File: config.mk
export PLATFORM = sky130hd
export DESIGN_NAME = option_byte_config_decoder
export DESIGN_NICKNAME = d
export VERILOG_FILES = /design/src/option_cfg_pkg.sv /design/src/option_fetch_seq.sv /design/src/option_field_decode.sv /design/src/option_byte_config_decoder.sv
export SDC_FILE = /design/constraint.sdc
export NUM_CORES = 1
export LEC_CHECK = 0
export ABC_AREA = 1
export BUFFER_PORTS_ARGS = -buffer_cell sky130_fd_sc_hd__buf_2
export CORE_MARGIN = 8
export CORE_UTILIZATION = 56
export CTS_BUF_LIST = sky130_fd_sc_hd__clkbuf_4
export DETAILED_ROUTE_END_ITERATION = 10
export PLACE_DENSITY_LB_ADDON = 0.1
export SETUP_SLACK_MARGIN = 0.2
export SLEW_MARGIN = 10
export SYNTH_ARGS = -nofsm -noshare
export SYNTH_HDL_FRONTEND = slang
export SYNTH_SLANG_ARGS = --single-unit
File: constraint.sdc
create_clock -name clk_sys_i -period 1.7 [get_ports clk_sys_i]
set_input_delay 0.34 -clock clk_sys_i [delete_from_list [all_inputs] [get_ports clk_sys_i]]
set_output_delay 0.34 -clock clk_sys_i [all_outputs]
set_load 0.1 [all_outputs]
File: src/option_cfg_pkg.sv
// Constants, field layouts and carrier types for the option byte decoder.
// Assumes one system clock domain shared with the option storage port.
package option_cfg_pkg;

    localparam int          NUM_OPT_BYTES = 8;
    localparam int          OPT_IDX_W     = 3;

    // Option byte slots in storage order.
    localparam logic [2:0]  IDX_READOUT    = 3'h0;
    localparam logic [2:0]  IDX_BOOT_AREA  = 3'h1;
    localparam logic [2:0]  IDX_PIN_REMAP  = 3'h2;
    localparam logic [2:0]  IDX_WDG_LOWCLK = 3'h3;
    localparam logic [2:0]  IDX_CLK_WAKEUP = 3'h4;
    localparam logic [2:0]  IDX_SETTLE     = 3'h5;
    localparam logic [2:0]  IDX_SPARE      = 3'h6;
    localparam logic [2:0]  IDX_FLASH_WAIT = 3'h7;
    localparam logic [2:0]  IDX_LAST       = 3'h7;

    localparam logic [7:0]  READOUT_ENABLE_CODE = 8'hAA;
    localparam logic [7:0]  BOOT_NONE_CODE      = 8'h00;
    localparam logic [7:0]  BOOT_FIRST_CODE     = 8'h01;
    localparam logic [7:0]  BOOT_FIRST_LAST_PG  = 8'h01;
    localparam logic [7:0]  BOOT_RESERVED_CODE  = 8'hFF;
    localparam logic [7:0]  BOOT_PAGE_STEP      = 8'h01;

    // Bit positions inside the remap byte.
    localparam int REMAP_BIT7 = 7;
    localparam int REMAP_BIT6 = 6;
    localparam int REMAP_BIT5 = 5;
    localparam int REMAP_BIT4 = 4;
    localparam int REMAP_BIT3 = 3;
    localparam int REMAP_BIT2 = 2;
    localparam int REMAP_BIT1 = 1;
    localparam int REMAP_BIT0 = 0;

    // Bit positions inside the watchdog, clock and wait bytes.
    localparam int LOW_SPEED_ALLOW_BIT = 3;
    localparam int INDEP_WDG_HW_BIT    = 2;
    localparam int WINDOW_WDG_HW_BIT   = 1;
    localparam int WINDOW_WDG_HALT_BIT = 0;
    localparam int EXT_CLOCK_BIT       = 3;
    localparam int WAKEUP_CLK_SEL_BIT  = 2;
    localparam int WAKEUP_DIV_HI       = 1;
    localparam int WAKEUP_DIV_LO       = 0;
    localparam int FLASH_WAIT_BIT      = 0;

    // Crystal settle codes and their waits in half oscillator cycles.
    localparam int          SETTLE_W          = 13;
    localparam logic [7:0]  SETTLE_CODE_2048  = 8'h00;
    localparam logic [7:0]  SETTLE_CODE_128   = 8'hB4;
    localparam logic [7:0]  SETTLE_CODE_8     = 8'hD2;
    localparam logic [7:0]  SETTLE_CODE_HALF  = 8'hE1;
    localparam logic [12:0] SETTLE_HALF_2048  = 13'h1000;
    localparam logic [12:0] SETTLE_HALF_128   = 13'h0100;
    localparam logic [12:0] SETTLE_HALF_8     = 13'h0010;
    localparam logic [12:0] SETTLE_HALF_HALF  = 13'h0001;

    // APB map.
    localparam int          APB_ADDR_W     = 8;
    localparam logic [7:0]  REG_OPT_BASE   = 8'h00;
    localparam logic [7:0]  REG_OPT_LAST   = 8'h1C;
    localparam logic [7:0]  REG_STATUS     = 8'h20;
    localparam logic [7:0]  REG_STAGED     = 8'h24;
    localparam int          WORD_LSB       = 2;
    localparam int          STAT_LOAD_DONE  = 0;
    localparam int          STAT_BOOT_RSVD  = 1;
    localparam int          STAT_SETTLE_ODD = 2;
    localparam int          STAT_READOUT    = 3;

    typedef enum logic [1:0] {
        PD0_TIMER3_CHANNEL2 = 2'b00,
        PD0_CLOCK_OUTPUT    = 2'b01,
        PD0_REMAP2_ALT      = 2'b10
    } pd0_func_e;

    typedef struct packed {
        logic      pd4_beeper_output;
        logic      pb54_i2c_lines;
        logic      pb30_timer1_group;
        logic      pd7_timer1_channel4;
        pd0_func_e pd0_func;
        logic      pa3d2_timer3_swap;
        logic      pd3_converter_trigger;
    } pin_mux_s;

    typedef struct packed {
        logic                readout_protection;
        logic                debug_write_allow;
        logic                boot_code_area_en;
        logic                boot_code_invalid;
        logic [7:0]          boot_last_page;
        pin_mux_s            pin_mux;
        logic                low_speed_cpu_clock_allow;
        logic                indep_watchdog_hw_start;
        logic                window_watchdog_hw_start;
        logic                window_watchdog_halt_reset;
        logic                external_clock_select;
        logic                wakeup_clock_select;
        logic [1:0]          wakeup_prescale_field;
        logic [SETTLE_W-1:0] crystal_settle_half;
        logic                crystal_settle_unlisted;
        logic                flash_wait_select;
    } cfg_s;

    // Safe values shown until the option bytes are in: protection on.
    localparam cfg_s CFG_RESET = '{readout_protection: 1'b1, default: '0};

    typedef enum logic [1:0] {
        LD_REQ  = 2'b00,
        LD_WAIT = 2'b01,
        LD_DONE = 2'b10
    } load_state_e;

endpackage : option_cfg_pkg

File: src/option_fetch_seq.sv
// Sequencer that reads every option byte from storage once after reset.
// Assumes storage answers each read with a one-cycle valid on this clock.
`timescale 1ns/100ps
`default_nettype none
module option_fetch_seq
    import option_cfg_pkg::*;
(
    input  wire logic                 clk_sys_i,
    input  wire logic                 rst_n_i,
    input  wire logic                 nvm_valid_i,
    output logic                      nvm_rd_o,
    output logic [OPT_IDX_W-1:0]      nvm_addr_o,
    output logic                      capture_o,
    output logic                      done_o
);

    load_state_e state_q;
    logic [OPT_IDX_W-1:0] idx_q;

    assign capture_o = (state_q == LD_WAIT) && nvm_valid_i;
    assign done_o    = (state_q == LD_DONE);
    assign nvm_addr_o = idx_q;

    always_ff @(posedge clk_sys_i or negedge rst_n_i) begin
        if (!rst_n_i) begin
            state_q  <= LD_REQ;
            idx_q    <= '0;
            nvm_rd_o <= 1'b0;
        end else begin
            nvm_rd_o <= 1'b0;
            unique case (state_q)
                LD_REQ: begin
                    nvm_rd_o <= 1'b1;
                    state_q  <= LD_WAIT;
                end
                LD_WAIT: begin
                    if (nvm_valid_i) begin
                        if (idx_q == IDX_LAST) begin
                            state_q <= LD_DONE;
                        end else begin
                            idx_q   <= idx_q + 1'b1;
                            state_q <= LD_REQ;
                        end
                    end
                end
                LD_DONE: begin
                    state_q <= LD_DONE;
                end
                default: begin
                    state_q <= LD_DONE;
                end
            endcase
        end
    end

endmodule : option_fetch_seq
`default_nettype wire

File: src/option_field_decode.sv
// Pure decode of the eight raw option bytes into the configuration carrier.
// Assumes the caller registers the result.
`timescale 1ns/100ps
`default_nettype none
module option_field_decode
    import option_cfg_pkg::*;
(
    input  wire logic [NUM_OPT_BYTES-1:0][7:0] opt_i,
    output cfg_s                               cfg_o
);

    logic [7:0] boot_b;
    logic [7:0] remap_b;
    logic [7:0] wdg_b;
    logic [7:0] clk_b;

    assign boot_b  = opt_i[IDX_BOOT_AREA];
    assign remap_b = opt_i[IDX_PIN_REMAP];
    assign wdg_b   = opt_i[IDX_WDG_LOWCLK];
    assign clk_b   = opt_i[IDX_CLK_WAKEUP];

    always_comb begin
        cfg_o = '0;
        cfg_o.readout_protection = (opt_i[IDX_READOUT] == READOUT_ENABLE_CODE);
        cfg_o.debug_write_allow  = (opt_i[IDX_READOUT] != READOUT_ENABLE_CODE);
        // The reserved code protects nothing and is flagged instead.
        cfg_o.boot_code_invalid  = (boot_b == BOOT_RESERVED_CODE);
        cfg_o.boot_code_area_en  = (boot_b != BOOT_NONE_CODE)
                                 && (boot_b != BOOT_RESERVED_CODE);
        if (!cfg_o.boot_code_area_en) begin
            cfg_o.boot_last_page = '0;
        end else if (boot_b == BOOT_FIRST_CODE) begin
            cfg_o.boot_last_page = BOOT_FIRST_LAST_PG;
        end else begin
            cfg_o.boot_last_page = 8'(boot_b + BOOT_PAGE_STEP);
        end
        cfg_o.pin_mux.pd4_beeper_output     = remap_b[REMAP_BIT7];
        cfg_o.pin_mux.pb54_i2c_lines        = remap_b[REMAP_BIT6];
        cfg_o.pin_mux.pb30_timer1_group     = remap_b[REMAP_BIT5];
        cfg_o.pin_mux.pd7_timer1_channel4   = !remap_b[REMAP_BIT4];
        if (remap_b[REMAP_BIT2]) begin
            cfg_o.pin_mux.pd0_func = PD0_REMAP2_ALT;
        end else if (remap_b[REMAP_BIT3]) begin
            cfg_o.pin_mux.pd0_func = PD0_CLOCK_OUTPUT;
        end else begin
            cfg_o.pin_mux.pd0_func = PD0_TIMER3_CHANNEL2;
        end
        cfg_o.pin_mux.pa3d2_timer3_swap     = remap_b[REMAP_BIT1];
        cfg_o.pin_mux.pd3_converter_trigger = remap_b[REMAP_BIT0];
        cfg_o.low_speed_cpu_clock_allow  = wdg_b[LOW_SPEED_ALLOW_BIT];
        cfg_o.indep_watchdog_hw_start    = wdg_b[INDEP_WDG_HW_BIT];
        cfg_o.window_watchdog_hw_start   = wdg_b[WINDOW_WDG_HW_BIT];
        cfg_o.window_watchdog_halt_reset = wdg_b[WINDOW_WDG_HALT_BIT];
        cfg_o.external_clock_select      = clk_b[EXT_CLOCK_BIT];
        cfg_o.wakeup_clock_select        = clk_b[WAKEUP_CLK_SEL_BIT];
        cfg_o.wakeup_prescale_field      = clk_b[WAKEUP_DIV_HI:WAKEUP_DIV_LO];
        // Unlisted settle codes fall back to the longest wait, which is always safe.
        cfg_o.crystal_settle_unlisted = 1'b0;
        unique case (opt_i[IDX_SETTLE])
            SETTLE_CODE_128:  cfg_o.crystal_settle_half = SETTLE_HALF_128;
            SETTLE_CODE_8:    cfg_o.crystal_settle_half = SETTLE_HALF_8;
            SETTLE_CODE_HALF: cfg_o.crystal_settle_half = SETTLE_HALF_HALF;
            SETTLE_CODE_2048: cfg_o.crystal_settle_half = SETTLE_HALF_2048;
            default: begin
                cfg_o.crystal_settle_half     = SETTLE_HALF_2048;
                cfg_o.crystal_settle_unlisted = 1'b1;
            end
        endcase
        cfg_o.flash_wait_select = opt_i[IDX_FLASH_WAIT][FLASH_WAIT_BIT];
    end

endmodule : option_field_decode
`default_nettype wire

File: src/option_byte_config_decoder.sv
// Top of the option byte decoder: loads the option bytes after reset, holds
// the decoded configuration for clock, watchdog, pin-mux and flash logic,
// and gives software an APB view with a staging port for reprogramming.
// Assumes storage and APB master run on clk_sys_i.
//
// Functional notes
// - Code AA enables readout protection, blocks debug writes.
// - Boot code 00 protects nothing; FF is reserved.
// - Boot codes protect pages from 0 upward.
// - Remap bit 7 picks timer2 ch1 or beeper.
// - Remap bit 6 picks analog inputs or I2C.
// - Remap bit 5 picks analog inputs or timer1 group.
// - Remap bit 4 clear gives timer1 channel 4.
// - Remap bit 2 outranks bit 3 on pin D0.
// - Remap bit 1 swaps timer channels on A3/D2.
// - Remap bit 0 picks timer2 ch2 or converter trigger.
// - Low-speed clock as CPU clock only when allowed.
// - Independent watchdog hardware start bit.
// - Window watchdog hardware start bit.
// - Halt resets when enabled and window watchdog active.
// - Select crystal or single external clock input.
// - Wake-up clock: low-speed internal or prescaled external.
// - Prescale field names the external clock frequency.
// - Settle count code sets crystal ready wait.
// - Wait option adds one flash read wait state.
`timescale 1ns/100ps
`default_nettype none
module option_byte_config_decoder
    import option_cfg_pkg::*;
(
    input  wire logic                  clk_sys_i,
    input  wire logic                  rst_n_i,
    input  wire logic                  psel_i,
    input  wire logic                  penable_i,
    input  wire logic                  pwrite_i,
    input  wire logic [APB_ADDR_W-1:0] paddr_i,
    input  wire logic [31:0]           pwdata_i,
    output logic      [31:0]           prdata_o,
    output logic                       pready_o,
    output logic                       pslverr_o,
    output logic                       nvm_rd_o,
    output logic      [OPT_IDX_W-1:0]  nvm_addr_o,
    input  wire logic [7:0]            nvm_data_i,
    input  wire logic                  nvm_valid_i,
    output logic                       prog_we_o,
    output logic      [OPT_IDX_W-1:0]  prog_addr_o,
    output logic      [7:0]            prog_data_o,
    input  wire logic                  halt_i,
    input  wire logic                  window_watchdog_active_i,
    output logic                       halt_reset_o,
    output cfg_s                       cfg_o,
    output logic                       cfg_valid_o
);

    logic [NUM_OPT_BYTES-1:0][7:0] opt_q;
    logic [NUM_OPT_BYTES-1:0]      staged_q;
    logic                          capture;
    logic                          load_done;
    logic                          load_done_q;
    logic [OPT_IDX_W-1:0]          fetch_addr;
    cfg_s                          cfg_d;
    logic                          halt_q;

    logic                          apb_access;
    logic                          apb_take;
    logic                          opt_hit;
    logic                          status_hit;
    logic                          staged_hit;
    logic                          addr_hit;
    logic [OPT_IDX_W-1:0]          word_idx;
    logic [31:0]                   rdata_d;

    option_fetch_seq u_fetch (
        .clk_sys_i   (clk_sys_i),
        .rst_n_i     (rst_n_i),
        .nvm_valid_i (nvm_valid_i),
        .nvm_rd_o    (nvm_rd_o),
        .nvm_addr_o  (fetch_addr),
        .capture_o   (capture),
        .done_o      (load_done)
    );

    assign nvm_addr_o = fetch_addr;

    option_field_decode u_decode (
        .opt_i (opt_q),
        .cfg_o (cfg_d)
    );

    // Raw bytes are written only by the load sequence; software writes go
    // to the staging port instead so the running configuration never moves.
    always_ff @(posedge clk_sys_i or negedge rst_n_i) begin
        if (!rst_n_i) begin
            opt_q <= '0;
        end else if (capture) begin
            opt_q[fetch_addr] <= nvm_data_i;
        end
    end

    // The decoded set is registered once, on the cycle after the last byte.
    always_ff @(posedge clk_sys_i or negedge rst_n_i) begin
        if (!rst_n_i) begin
            load_done_q <= 1'b0;
            cfg_o       <= CFG_RESET;
            cfg_valid_o <= 1'b0;
        end else begin
            load_done_q <= load_done;
            if (load_done && !load_done_q) begin
                cfg_o       <= cfg_d;
                cfg_valid_o <= 1'b1;
            end
        end
    end

    // Halt reset: one pulse when halt is entered with the window watchdog
    // running and the halt option set.
    always_ff @(posedge clk_sys_i or negedge rst_n_i) begin
        if (!rst_n_i) begin
            halt_q       <= 1'b0;
            halt_reset_o <= 1'b0;
        end else begin
            halt_q       <= halt_i;
            halt_reset_o <= halt_i && !halt_q && window_watchdog_active_i
                         && cfg_o.window_watchdog_halt_reset && cfg_valid_o;
        end
    end

    // APB decode. Requests are held off with pready low until the options
    // are loaded, so reads never return the pre-load defaults.
    assign apb_access = psel_i && penable_i && !pready_o;
    assign apb_take   = apb_access && cfg_valid_o;
    assign word_idx   = paddr_i[WORD_LSB +: OPT_IDX_W];
    assign opt_hit    = (paddr_i >= REG_OPT_BASE) && (paddr_i <= REG_OPT_LAST)
                     && (paddr_i[WORD_LSB-1:0] == 2'h0);
    assign status_hit = (paddr_i == REG_STATUS);
    assign staged_hit = (paddr_i == REG_STAGED);
    assign addr_hit   = opt_hit || status_hit || staged_hit;

    always_comb begin
        rdata_d = '0;
        if (opt_hit) begin
            rdata_d[7:0] = opt_q[word_idx];
        end else if (status_hit) begin
            rdata_d[STAT_LOAD_DONE]  = cfg_valid_o;
            rdata_d[STAT_BOOT_RSVD]  = cfg_o.boot_code_invalid;
            rdata_d[STAT_SETTLE_ODD] = cfg_o.crystal_settle_unlisted;
            rdata_d[STAT_READOUT]    = cfg_o.readout_protection;
        end else if (staged_hit) begin
            rdata_d[NUM_OPT_BYTES-1:0] = staged_q;
        end
    end

    always_ff @(posedge clk_sys_i or negedge rst_n_i) begin
        if (!rst_n_i) begin
            pready_o  <= 1'b0;
            pslverr_o <= 1'b0;
            prdata_o  <= '0;
        end else begin
            pready_o  <= apb_take;
            pslverr_o <= apb_take && !addr_hit;
            if (apb_take && !pwrite_i) begin
                prdata_o <= rdata_d;
            end
        end
    end

    // A write to an option word is passed to storage as a program request
    // when the transfer completes; it takes effect only after the next reset.
    // The spare byte and the read-only words take no program request.
    always_ff @(posedge clk_sys_i or negedge rst_n_i) begin
        if (!rst_n_i) begin
            prog_we_o   <= 1'b0;
            prog_addr_o <= '0;
            prog_data_o <= '0;
            staged_q    <= '0;
        end else begin
            prog_we_o <= 1'b0;
            if (psel_i && penable_i && pready_o && pwrite_i && opt_hit
                && (word_idx != IDX_SPARE)) begin
                prog_we_o             <= 1'b1;
                prog_addr_o           <= word_idx;
                prog_data_o           <= pwdata_i[7:0];
                staged_q[word_idx]    <= 1'b1;
            end
        end
    end

endmodule : option_byte_config_decoder
`default_nettype wire

# Yosys cells after proc, flatten, opt, wreduce, memory -nomap -nowiden
# Index checks and enable logic that the tools add are counted.
[totals] latch_bits=0 out_inout_bits=95 rom_bits=0 n_memories=0 word_cells=125 mem_bits_rw=0 input_bits=56 reg_bits=147
[classes] bitwise=2 n_reduce_logical=34 muxes=22 n_lt_le_gt_ge=6 n_mul=0 n_shift=0 div=0 n_addsub=2 n_eq_ne=15
[ops] operator="$bwmux 64" count=1
[ops] operator="$mux 8" count=6
[ops] operator="$eq 8x8->1 const B" count=5
[ops] operator="$pmux 13 s3" count=1
[ops] operator="$bmux 8 s3" count=1
[ops] operator="$demux 8 s3" count=1
[ops] operator="$logic_and 1x1->1" count=20
[ops] operator="$eq 8x6->1 const B" count=2
[ops] operator="$ne 8x8->1 const B" count=2
[ops] operator="$add 8x1->8 const B" count=1
[ops] operator="$eq 8x1->1 const B" count=1
[ops] operator="$ge 8x1->1 const B" count=1
[ops] operator="$le 8x5->1 const B" count=1
[ops] operator="$logic_not 8->1" count=1
[ops] operator="$lt 3x4->1 const B" count=2
[ops] operator="$mux 4" count=2
[ops] operator="$or 8x8->8" count=1
[ops] operator="$reduce_bool 8->1" count=1
[ops] operator="$ge 3x1->1 const B" count=2
[ops] operator="$logic_not 1->1" count=6
[ops] operator="$mux 2" count=3
[ops] operator="$mux 1" count=5
[ops] operator="$logic_not 2->1" count=2
[ops] operator="$pmux 2 s2" count=1
[ops] operator="other kinds (11)" count=12

# Logic depth before layout (Yosys ltp)
[logic_depth] word_depth=7 mapped_depth=11 depth_no_buf=9

# Modules after synthesis
# From an unflattened synthesis, not the netlist that was laid out.
[unflattened] cells_unflattened=822 area_unflattened_um2=7205.7
[modules_own_cells] mod="option_byte_config_decoder" cells_each=658 area_per_inst_um2=6276.0 n_inst=1
[modules_own_cells] mod="option_field_decode" cells_each=136 area_per_inst_um2=665.6 n_inst=1
[modules_own_cells] mod="option_fetch_seq" cells_each=28 area_per_inst_um2=264.0 n_inst=1

# Worst setup path after synthesis
# No wires, ideal clock.
[synth_path] kind="register to register" startpoint="register u_fetch.idx_q[1], in the netlist u_fetch.nvm_addr_o[1]" endpoint="register u_fetch.idx_q[0], in the netlist u_fetch.nvm_addr_o[0]" required_ns=1.619 n_path_buf=0 period_less_slack_ns=2.011 slack_ns=-0.311 arrival_time_ns=1.930 stages_incl_launch_ff=6 cell_sequence="dfrtp_1 -> ha_1 -> ha_1 -> inv_1 -> nand2_1 -> xor2_1"
[synth_via] elab_chain_len=3
[synth_rtl] item="start, declared" line="option_fetch_seq.sv:18" source="logic [OPT_IDX_W-1:0] idx_q;"
[synth_rtl] item="start signal, assigned" line="option_fetch_seq.sv:41" source="idx_q <= idx_q + 1'b1;"
[synth_rtl] item="$eq 3x3->1" line="option_fetch_seq.sv:38" source="if (idx_q == IDX_LAST) begin"
[synth_rtl] item="$not 1->1 (no source line)"
[synth_rtl] item="$reduce_and 3->1 (no source line)"
# Every way passes these cells.
# A chain may end at the register's enable or synchronous reset.

# Worst setup path after layout
[layout_path] startpoint="register cfg_o[42] (netlist name)" endpoint="output cfg_o[42] (netlist name)"
[layout_lines] item="start, declared" line="option_byte_config_decoder.sv:51" source="output cfg_s cfg_o,"
[layout_lines] item="start signal, assigned" line="option_byte_config_decoder.sv:109" source="cfg_o <= cfg_d;"
# No word-level cell between the ends.

==> flow_summary.json <==
{
  "fin_ws_ns": 0.0482,
  "crit_type": "reg2out",
  "hold_viol_final": 0,
  "place_congestion": 0.931,
  "io-pin-count": 151,
  "vias_per_cell": 5.32,
  "fmax_mhz": 605,
  "vias": 6110,
  "fin_nets": 1049,
  "drt_iter0_markers": 551,
  "maxSlewViolCount": 0,
  "rrSetupSlack_ns": 0.17,
  "postSynthAreaPerCell_sq_um": 8.44,
  "antenna_cells": 0,
  "cts_sinks": 138,
  "cts_made_buffers": 17,
  "fillers": 773,
  "routed_wl_mm": 20.3,
  "setup_viol": 0,
  "ys_seq_elements": 138,
  "die_w_um": 126,
  "utilization_pct": 79.1,
  "die_area_sq_um": 15900,
  "p_total_mw": 6.96,
  "crit_chain": "buf_12",
  "path_buf_inv": 1,
  "ys_warn_count": 0,
  "grt_pass1_vias": 5719,
  "start_kind": "flip-flop",
  "powerDensity_nw_per_um2": 739,
  "cp_data_required_time_ns": 1.36,
  "relSlewSlack_pct": 63.5,
  "antenna_found_initial": 0,
  "finalCriticalPeriod_ns": 1.65,
  "cpPeakStageDelay_ns": 0.58,
  "rsz0062_at_grt": "yes",
  "power_leakage_nw": 4.69,
  "status": "finished clean",
  "hold_ws_ns": 0.0489,
  "syn_area_sq_um": 6790,
  "grt-ovfl-total": 0,
  "ant_nets": 0,
  "port_buffers": 93,
  "track_usage_pct": 23.5,
  "clkLatencyLatePin_ns": 0.56,
  "critPathCaptureType": "output pin",
  "final_cell_count_no_fill": 1148,
  "initial_core_util_pct": 57.0,
  "wl_per_cell_um": 17.6,
  "synth_top_flop_cell": "dfrtp_1",
  "dieHeight_um": 126,
  "cts_max_level": 4,
  "seq_area_frac_synth_pct": 50.8,
  "yosysUniqueCellTypes": 32,
  "std_cell_rows": 40,
  "dr.pass1.iters": 7,
  "design_area_sq_um": 9420,
  "vdd_ir_drop_max_v": 0.000718,
  "cp_max_fo": 2,
  "cts_root_buf": "clkbuf_4",
  "reg2reg_from": "u_fetch.state_q[0]$_DFFE_PN0P_",
  "clkTransAtPathRegs_ns": 0.12,
  "fp.coreArea_sq_um": 11900,
  "grt_max_degree": 41,
  "cp.arrival_ns": 1.31,
  "async_flop_share_pct": 100,
  "crit_slowest_cell": "dfstp_2",
  "syn_to_final_growth_pct": 38.6,
  "r2r_cells": 7,
  "placedInstanceArea_sq_um": 7340,
  "synth_edf_count": 0,
  "drv_cap": 0,
  "layout_commonest_cell": "nand2_1",
  "drc": 0,
  "placed_cells": 1035,
  "grt_first_pass_wirelength_mm": 29.4,
  "dp_hpwl_mm": 12.4,
  "r2r-end": "opt_q[35]$_DFFE_PN0P_",
  "mostFrequentLayoutCells": "nand2_1, dfrtp_1, inv_1",
  "final.setup.tns_ns": 0,
  "whs_endpoint": "halt_reset_o$_DFF_PN0_",
  "worstHoldStart": "window_watchdog_active_i",
  "hold_depth": 3,
  "ctsLongestPathBuffers": 2,
  "hp-class": "in2reg",
  "tritoncts": "yes",
  "tightestPinTransition_ns": 0.547,
  "syn-instance-count": 805,
  "preCtsSetupSlack_ns": 0.127,
  "critPathTopFamily": "flip-flops",
  "min_period_over_period_pct": 97.2,
  "drive_above_1_share_pct": 29.4,
  "fin_worst_skew_ns": 0.0155
}
area by class of cell:
class | count | area [sq um] | area share, %
clock inverter | 15 | 225 | 2.39
inverter | 92 | 358 | 3.80
timing repair buffer | 189 | 2240 | 23.8
tap | 147 | 184 | 1.95
sequential | 138 | 3470 | 36.9
multi-input combinational | 550 | 2810 | 29.8
clock buffer | 17 | 128 | 1.36
flip-flops by register name (all words and copies together) (netlist names), 2 cells and up:
name,flops
opt_q,64
cfg_o,34
prdata_o,8
prog_data_o,8
staged_q,8
prog_addr_o,3
u_fetch.nvm_addr_o,3
u_fetch.state_q,2
worst reg2reg max path: cells and delay by family (launching register included):
| family | cells | cell delay (ns) |
|---|---|---|
| AO/OA/AOI/OAI | 1 | 0.05 |
| buffers and inverters | 2 | 0.35 |
| AND/OR/NAND/NOR | 4 | 0.54 |
| flip-flops | 1 | 0.46 |
synthesized netlist by cell type (6+ instances only):
| cell | count | area share, % |
|---|---|---|
| nand4_1 | 8 | 0.74 |
| clkbuf_1 | 6 | 0.33 |
| o21ai_0 | 26 | 1.9 |
| nand4_4 | 8 | 2.5 |
| nor2_1 | 45 | 2.5 |
| nand2_1 | 254 | 14 |
| inv_2 | 6 | 0.33 |
| buf_4 | 35 | 3.9 |
| o21ai_2 | 24 | 3.1 |
| buf_2 | 13 | 0.96 |
| o21ai_1 | 46 | 3.4 |
| nand3_1 | 46 | 3.4 |
| a21oi_1 | 15 | 1.1 |
| inv_1 | 83 | 4.6 |
| dfrtp_1 | 137 | 50 |
| buf_6 | 9 | 1.5 |
worst max path at each step:
stage	end	startpoint	cells past startpoint	slack, ns
after floorplan	u_fetch.nvm_addr_o[0]$_DFFE_PN0P_	u_fetch.nvm_addr_o[0]$_DFFE_PN0P_	5	0.19
after global placement	prdata_o[3]$_DFFE_PN0P_	paddr_i[3]	10	0.16
after detailed placement	prdata_o[0]$_DFFE_PN0P_	paddr_i[3]	10	0.13
after CTS	cfg_o[42]	cfg_o[42]$_DFFE_PN1P_	1	0.02
after global routing	cfg_o[42]	cfg_o[42]$_DFFE_PN1P_	1	-0.008
final	cfg_o[42]	cfg_o[42]$_DFFE_PN1P_	1	0.05
per-layer routing:
metal  wire, um  global-route usage [%]
met1       8150                    28.8
met2      10300                    39.2
met3       1280                    5.65
met4        493                    9.55
met5          0                       0
cells by family (layout without fill, tap and decap cells):
group	Yosys count	in the layout	share of synthesized area, %
compound gates	122	122	10.7
xor+xnor	3	3	0.387
fa+ha+maj	5	5	0.921
buf+inv	155	313	11.8
flops	138	138	50.8
other cells	1	33	0.0552
simple gates	381	387	25.2
report_power, final:
part / internal [mW] / switching (mW)
clock network: 1.31 / 1.25
registers: 3.31 / 0.0311
logic: 0.251 / 0.803
total: 4.88 / 2.08
what timing repair did:
item                       in CTS  in global routing
pin swaps                       2                 12
hold buffers                   11                  0
buffers inserted               21                 43
gates cloned                    0                  6
resized for setup             232                 45
setup endpoints to repair      83                135
hold endpoints to repair       42                  0
(Power assumes the default switching activity.)
